## src/loopback_pkg.sv

```systemverilog
// Purpose: Shared constants and types for the input loopback self-test block
// Assumes: Single clock domain on sys_clk, synchronous active-high reset
// Notes: Channel 31 sits in the top bit of the 32-bit channel word
//
// Functional notes
// - In test mode, host writes at input data addresses go into test registers.
// - Enabled test registers replace external inputs; host reads return the test values.
// - One test-mode bit enables all test registers together, never per byte.
// - Byte 0 holds channels 31..24, byte 3 holds channels 7..0.
// - Test data feeds change detection and capture exactly like external data.
// - Change detection samples channel data on each rising debounce clock edge.
// - While test overrides inputs, external transitions are not captured.
// - An input level counts only when present at a rising bus clock edge.
// - Failure indicator lights at power-up and reset, stays until software clears it.
// - Unflagged debounce stores all channels as previous; flagged stores after FIFO write.
package loopback_pkg;
	localparam int NUM_CH = 32;
	localparam int BYTE_W = 8;
	localparam int NUM_BYTES = 4;
	localparam int SYNC_DEPTH = 3;
	localparam logic FAIL_RESET = 1'h1;
	localparam logic TEST_RESET = 1'h0;
	localparam logic [1:0] CD_MODE_NONE = 2'h0;
	localparam logic [NUM_CH-1:0] CH_RESET = 32'h0000_0000;

	typedef enum logic {
		CD_IDLE = 1'h0,
		CD_WRITE = 1'h1
	} detect_state_e;

	typedef logic [NUM_CH-1:0] chan_t;
	typedef logic [BYTE_W-1:0] byte_t;
	typedef logic [1:0] byte_sel_t;
endpackage

```

## src/chan_path_if.sv

```systemverilog
// Purpose: Channel path between the top and the input selector
// Assumes: All signals on sys_clk
// Notes: None
`timescale 1ns/1ns
interface chan_path_if;
	loopback_pkg::chan_t extData;
	loopback_pkg::chan_t chanData;
	loopback_pkg::chan_t testData;
	logic testEn;
	logic wrEn;
	loopback_pkg::byte_sel_t wrByte;
	loopback_pkg::byte_t wrData;

	modport sel (
		input extData,
		input testEn,
		input wrEn,
		input wrByte,
		input wrData,
		output chanData,
		output testData
	);
	modport top (
		output extData,
		output testEn,
		output wrEn,
		output wrByte,
		output wrData,
		input chanData,
		input testData
	);
endinterface

```

## src/input_select.sv

```systemverilog
// Purpose: Test output registers and the external/test channel selector
// Assumes: extData already synchronised to sys_clk
// Notes: Selector is combinational so test data reaches detection at once
`timescale 1ns/1ns
module input_select (
	input wire logic sys_clk,
	input wire logic sys_rst,
	chan_path_if.sel cp
);
	loopback_pkg::chan_t testQ;
	loopback_pkg::chan_t testD;

	// Writes outside test mode are dropped; registers keep their last test pattern
	generate
		for (genvar b = 0; b < loopback_pkg::NUM_BYTES; b++) begin : g_byte
			localparam int HI = loopback_pkg::NUM_CH - 1 - b * loopback_pkg::BYTE_W;
			always_comb begin
				testD[HI -: loopback_pkg::BYTE_W] = testQ[HI -: loopback_pkg::BYTE_W];
				if (cp.wrEn && cp.testEn && cp.wrByte == loopback_pkg::byte_sel_t'(b)) begin
					testD[HI -: loopback_pkg::BYTE_W] = cp.wrData;
				end
			end
		end
	endgenerate

	always_ff @(posedge sys_clk) begin
		if (sys_rst) begin
			testQ <= loopback_pkg::CH_RESET;
		end else begin
			testQ <= testD;
		end
	end

	// One select for all bytes, no per-byte enable
	assign cp.chanData = cp.testEn ? testQ : cp.extData;
	assign cp.testData = testQ;

	a_test_byte0_write: assert property (@(posedge sys_clk) disable iff (sys_rst)
		cp.wrEn && cp.testEn && cp.wrByte == 2'h0 |=> testQ[31:24] == $past(cp.wrData))
		else $error("Test byte 0 write lost");
	a_test_substitute: assert property (@(posedge sys_clk) disable iff (sys_rst)
		cp.testEn && !cp.wrEn ##1 cp.testEn |-> $stable(cp.chanData))
		else $error("Test data not substituted");
	a_ext_passthrough: assert property (@(posedge sys_clk) disable iff (sys_rst)
		!cp.testEn |-> cp.chanData == cp.extData)
		else $error("External data not passed");
	a_write_ignored: assert property (@(posedge sys_clk) disable iff (sys_rst)
		cp.wrEn && !cp.testEn |=> $stable(testQ))
		else $error("Write stored outside test mode");
endmodule // input_select

```

## src/flat_wrapper.sv

```systemverilog
// flat-port wrapper written by rule: the top's interface ports become plain ports
module input_select_flat 
  (sys_clk, sys_rst, cp_extData, cp_testEn, cp_wrEn, cp_wrByte, cp_wrData, cp_chanData, cp_testData);
  chan_path_if cp_i ();
  input wire logic sys_clk;
  input wire logic sys_rst;
  input wire logic [$bits(cp_i.extData)-1:0] cp_extData;
  input wire logic [$bits(cp_i.testEn)-1:0] cp_testEn;
  input wire logic [$bits(cp_i.wrEn)-1:0] cp_wrEn;
  input wire logic [$bits(cp_i.wrByte)-1:0] cp_wrByte;
  input wire logic [$bits(cp_i.wrData)-1:0] cp_wrData;
  output wire logic [$bits(cp_i.chanData)-1:0] cp_chanData;
  output wire logic [$bits(cp_i.testData)-1:0] cp_testData;
  assign cp_i.extData = cp_extData;
  assign cp_i.testEn = cp_testEn;
  assign cp_i.wrEn = cp_wrEn;
  assign cp_i.wrByte = cp_wrByte;
  assign cp_i.wrData = cp_wrData;
  assign cp_chanData = cp_i.chanData;
  assign cp_testData = cp_i.testData;
  input_select u_core (.sys_clk(sys_clk), .sys_rst(sys_rst), .cp(cp_i));
endmodule
```

## config.mk

```make
export PLATFORM = sky130hd
export DESIGN_NAME = input_select_flat
export DESIGN_NICKNAME = d
export VERILOG_FILES = /design/src/loopback_pkg.sv /design/src/chan_path_if.sv /design/src/input_select.sv /design/src/flat_wrapper.sv
export SDC_FILE = /design/constraint.sdc
export NUM_CORES = 1
export LEC_CHECK = 0
export BUFFER_PORTS_ARGS = -buffer_cell sky130_fd_sc_hd__buf_4
export CORE_AREA = 3 3 66 68
export DETAILED_ROUTE_END_ITERATION = 12
export DIE_AREA = 0 0 69 71
export GPL_TIMING_DRIVEN = 0
export PLACE_DENSITY = 0.83
export SLEW_MARGIN = 25
export SYNTH_ARGS = -nofsm -noshare
export SYNTH_HDL_FRONTEND = slang
export SYNTH_SLANG_ARGS = --single-unit
```

## constraint.sdc

```tcl
create_clock -name sys_clk -period 2.1 [get_ports sys_clk]
set_input_delay 0.21 -clock sys_clk [delete_from_list [all_inputs] [get_ports sys_clk]]
set_output_delay 0.21 -clock sys_clk [all_outputs]
set_load 0.02 [all_outputs]
```

# --- Yosys cells after proc, flatten, opt, wreduce, memory -nomap -nowiden ---
# Cells that the tools add are included.
word_totals:
  word_cells: 14
  mem_count: 0
  out_inout_bits: 64
  romBits: 0
  mem_bits_rw: 0
  latchBits: 0
  ff_bits: 32
op_classes:
  n_bitwise: 0
  n_mux: 1
  reduce_logical: 6
  n_addsub: 0
  n_div: 0
  multipliers: 0
  eq_ne: 3
  n_shift: 0
  n_lt_le_gt_ge: 0
ops:
  columns: ["operator", "n"]
  rows:
  - ["$mux 32", 1]
  - ["$logic_and 1x1->1", 5]
  - ["$eq 2x2->1 const B", 2]
  - ["$eq 2x1->1 const B", 1]
  - ["$logic_not 2->1", 1]

# --- Logic depth before layout (Yosys ltp) ---
logic_depth:
  depth_word: 2
  ltp_mapped: 4
  mapped_depth_nobuf: 2

# --- Worst setup path before layout ---
# No wires, ideal clock.
synth_path:
  kind: "in2out"
  startpoint: "input port cp_testEn"
  endpoint: "output port cp_chanData[10]"
  arrival_time_ps: 877
  path_slack_ps: 1013
  required_time_ps: 1890
  path_stages: 3
  n_path_buf: 2
  path_cell_list: "buf_6 -> buf_4 -> mux2_2"
synth_between:
  elab_chain_cells: 1
synth_lines:
  columns: ["element", "line_no", "text"]
  rows:
  - ["from (decl)", "flat_wrapper.sv:8", "input wire logic [$bits(cp_i.testEn)-1:0] cp_testEn;"]
  - ["$mux 32", "input_select.sv:35", "assign cp.chanData = cp.testEn ? testQ : cp.extData;"]
  - ["to (decl)", "flat_wrapper.sv:12", "output wire logic [$bits(cp_i.chanData)-1:0] cp_chanData;"]
# No other way between the ends.

# --- Final worst setup path ---
layout_path:
  startpoint: "input port cp_testEn"
  endpoint: "output port cp_chanData[14]"
# Same word-level chain as after synthesis.

==> insert_results.sql <==
INSERT INTO impl_metrics (metric_group, metric, value, unit) VALUES
('cells_and_area', 'antenna_cells_inserted', '0', ''),
('cells_and_area', 'nFillCells', '341', ''),
('timing', 'least_margin_pin_slew', '409', 'ps'),
('status', 'outcome', 'finished, final reports clean', ''),
('place', 'gp_congestion', '0.728', ''),
('power', 'power.density_cell_area', '542', 'nW/um^2'),
('cells_and_area', 'multiInputGateArea', '991', 'um^2'),
('detailed_routing', 'routed_via_count_divided_by_cell_count', '4.86', ''),
('logic_synthesis', 'yosys_register_bits', '32', ''),
('logic_synthesis', 'postSynthAreaPerCell', '11.2', 'um^2'),
('detailed_routing', 'initialDrtViolationCount', '33', ''),
('clocking', 'clock-root-buffer', 'sky130_fd_sc_hd__clkbuf_8', ''),
('detailed_routing', 'post_drt_wl_per_cell', '14.4', 'um'),
('cells_and_area', 'fin_nets', '315', ''),
('floorplanning', 'floorplan.core_area', '3910', 'um^2'),
('worst_setup_path', 'path_class', 'input port to output port', ''),
('worst_setup_path', 'timing.critical_path.to_type', 'output port', ''),
('worst_setup_path', 'r2r.worst_path.cells', '2', ''),
('timing', 'fin_setup_tns', '0', 'ps'),
('floorplanning', 'die_w', '69', 'um'),
('logic_synthesis', 'netlist_instances', '154', ''),
('global_route', 'via_count_of_the_first_global_routing_pass', '1553', ''),
('worst_setup_path', 'worstPathMaxFanout', '10', ''),
('logic_synthesis', 'yosys.cell_types.count', '14', ''),
('timing', 'timing.slew.headroom', '0.727', ''),
('floorplanning', 'std_cell_rows', '23', ''),
('clocking', 'worstSkewPairLatency', '280', 'ps'),
('timing', 'maxSlewViolCount', '0', ''),
('cells_and_area', 'number_of_flip_flops_in_the_largest_register', '32', ''),
('timing', 'clock-skew-final', '0', 'ps'),
('min_path', 'min_delay_path_depth', '3', ''),
('global_route', 'largest_net_degree_at_the_start_of_global_routing', '11', ''),
('detailed_routing', 'via_count', '1556', ''),
('clocking', 'tritoncts_clock_tree', 'done', ''),
('worst_setup_path', 'endpoint_arrival_time_on_the_critical_path', '1150', 'ps'),
('floorplanning', 'die_area', '4900', 'um^2'),
('clocking', 'post_cts.repair.setup_buffers', '0', ''),
('timing', 'hold_slack', '281', 'ps'),
('timing', 'fin_crit_sh', '0.649', ''),
('logic_synthesis', 'synth.top_cells.by_area', 'sky130_fd_sc_hd__dfxtp_1, sky130_fd_sc_hd__mux2_2, sky130_fd_sc_hd__mux2i_1', ''),
('timing', 'rsz0062_at_grt', 'false', ''),
('detailed_routing', 'finalWirelength', '4.62', 'mm'),
('timing', 'period_needed', '1360', 'ps'),
('worst_setup_path', 'worst_setup_path_startpoint', 'cp_testEn', ''),
('cells_and_area', 'flow.area_growth_from_synthesis', '56.0', '%'),
('place', 'numPortBuffers', '108', ''),
('floorplanning', 'die_y', '71', 'um'),
('timing', 'clock.fmax', '734', 'MHz'),
('cells_and_area', 'layout-drive-gt1-share', '0.574', ''),
('timing', 'hold_viol_final', '0', ''),
('logic_synthesis', 'yosys_warnings', '0', ''),
('clocking', 'tritoncts_num_sinks', '32', ''),
('place', 'detailed_place_hpwl', '3.67', 'mm'),
('floorplanning', 'top_level_ports', '110', ''),
('logic_synthesis', 'syn-cell-area', '1720', 'um^2'),
('timing', 'finalSetupViolCount', '0', ''),
('global_route', 'grt_pass1_wl', '7.57', 'mm'),
('worst_setup_path', 'critical_path.endpoint', 'cp_chanData[14]', ''),
('run', 'maxCapViolCount', '0', ''),
('clocking', 'cts_resized', '0', ''),
('global_route', 'grt_use_total', '0.189', ''),
('logic_synthesis', 'yosysTopAreaCellShare', '0.373', ''),
('worst_setup_path', 'regToRegSetupSlack', '1470', 'ps'),
('worst_setup_path', 'critPathLaunchType', 'input port', ''),
('detailed_routing', 'first_pass_iters', '4', ''),
('logic_synthesis', 'yosysTopAreaCell', 'sky130_fd_sc_hd__dfxtp_1', ''),
('clocking', 'cts_htree_levels', '2', ''),
('clocking', 'tritoncts.num_buffers', '5', ''),
('cells_and_area', 'regArea', '641', 'um^2'),
('logic_synthesis', 'seq_area_frac_synth', '0.373', ''),
('power', 'power.leakage', '1.39', 'nW');
cell usage after synthesis (all sizes together):
| cell | n |
|---|---|
| mux2i | 32 |
| nand4bb | 1 |
| nand2b | 40 |
| buf | 8 |
| mux2 | 32 |
| nand4b | 2 |
| clkbuf | 4 |
| and4b | 1 |
| and4 | 1 |
| nand4 | 1 |
| dfxtp | 32 |
logic make-up (layout without fill, tap and decap cells):
kind of cell	Yosys count	count (layout)	synth area share
buffers and inverters	12	128	0.0509
DFF	32	32	0.373
muxes	64	64	0.396
and+or+nand+nor	46	46	0.180
placed cells by master, fill, tap and decap left out, drive strengths merged:
master and instances:
and4 1, and4b 1, buf 116, clkbuf 12
dfxtp 32, mux2 32, mux2i 32, nand2b 40
nand4 1, nand4b 2, nand4bb 1
critical path, cell delays in order:
cell,delay [ps]
sky130_fd_sc_hd__buf_4,90
sky130_fd_sc_hd__buf_6,130
sky130_fd_sc_hd__buf_4,200
sky130_fd_sc_hd__mux2_2,350
sky130_fd_sc_hd__buf_4,160
area by class of cell:
cell class                 count  area share
multi-input combinational    110       0.369
timing repair buffer         108       0.302
sequential                    32       0.239
clock buffer                   8      0.0336
buffer                        12      0.0326
tap                           50      0.0233
how the worst min path moves through the flow:
stage / start / endpoint
floorplan: cp_wrData[7] / u_core.cp.testData[15]
finish: cp_wrData[7] / u_core.cp.testData[7]
global placement: u_core.cp.testData[20] / u_core.cp.testData[20]
detailed placement: u_core.cp.testData[5] / u_core.cp.testData[5]
CTS: cp_wrData[6] / u_core.cp.testData[14]
global route: cp_wrData[6] / u_core.cp.testData[14]
routing by layer:
metal	wire, um	track usage	up-vias
li1	-	-	759
met1	1950	0.225	721
met2	2220	0.328	70
met3	408	0.0582	6
met4	47	0.0521	0
met5	0	0	-
report_power, final:
group | internal, mW | switching (mW) | total [mW] | leakage [nW]
Sequential | 0.621 | 0.0101 | 0.631 | 0.259
Clock | 0.267 | 0.212 | 0.479 | 0.0455
Combinational | 0.188 | 0.157 | 0.345 | 1.09
Total | 1.08 | 0.379 | 1.45 | 1.39
stage by stage:
stage	cells	util	cell area [um^2]	setup WS (ps)	total power, mW
detailed placement	312	0.662	2590	715	0.993
global placement	312	0.662	2590	724	0.986
floorplan	154	-	1720	1010	0.826
global route	320	0.685	2680	680	1.51
finish	320	0.685	2680	738	1.45
CTS	320	0.685	2680	711	1.47
(Power assumes the default switching activity.)
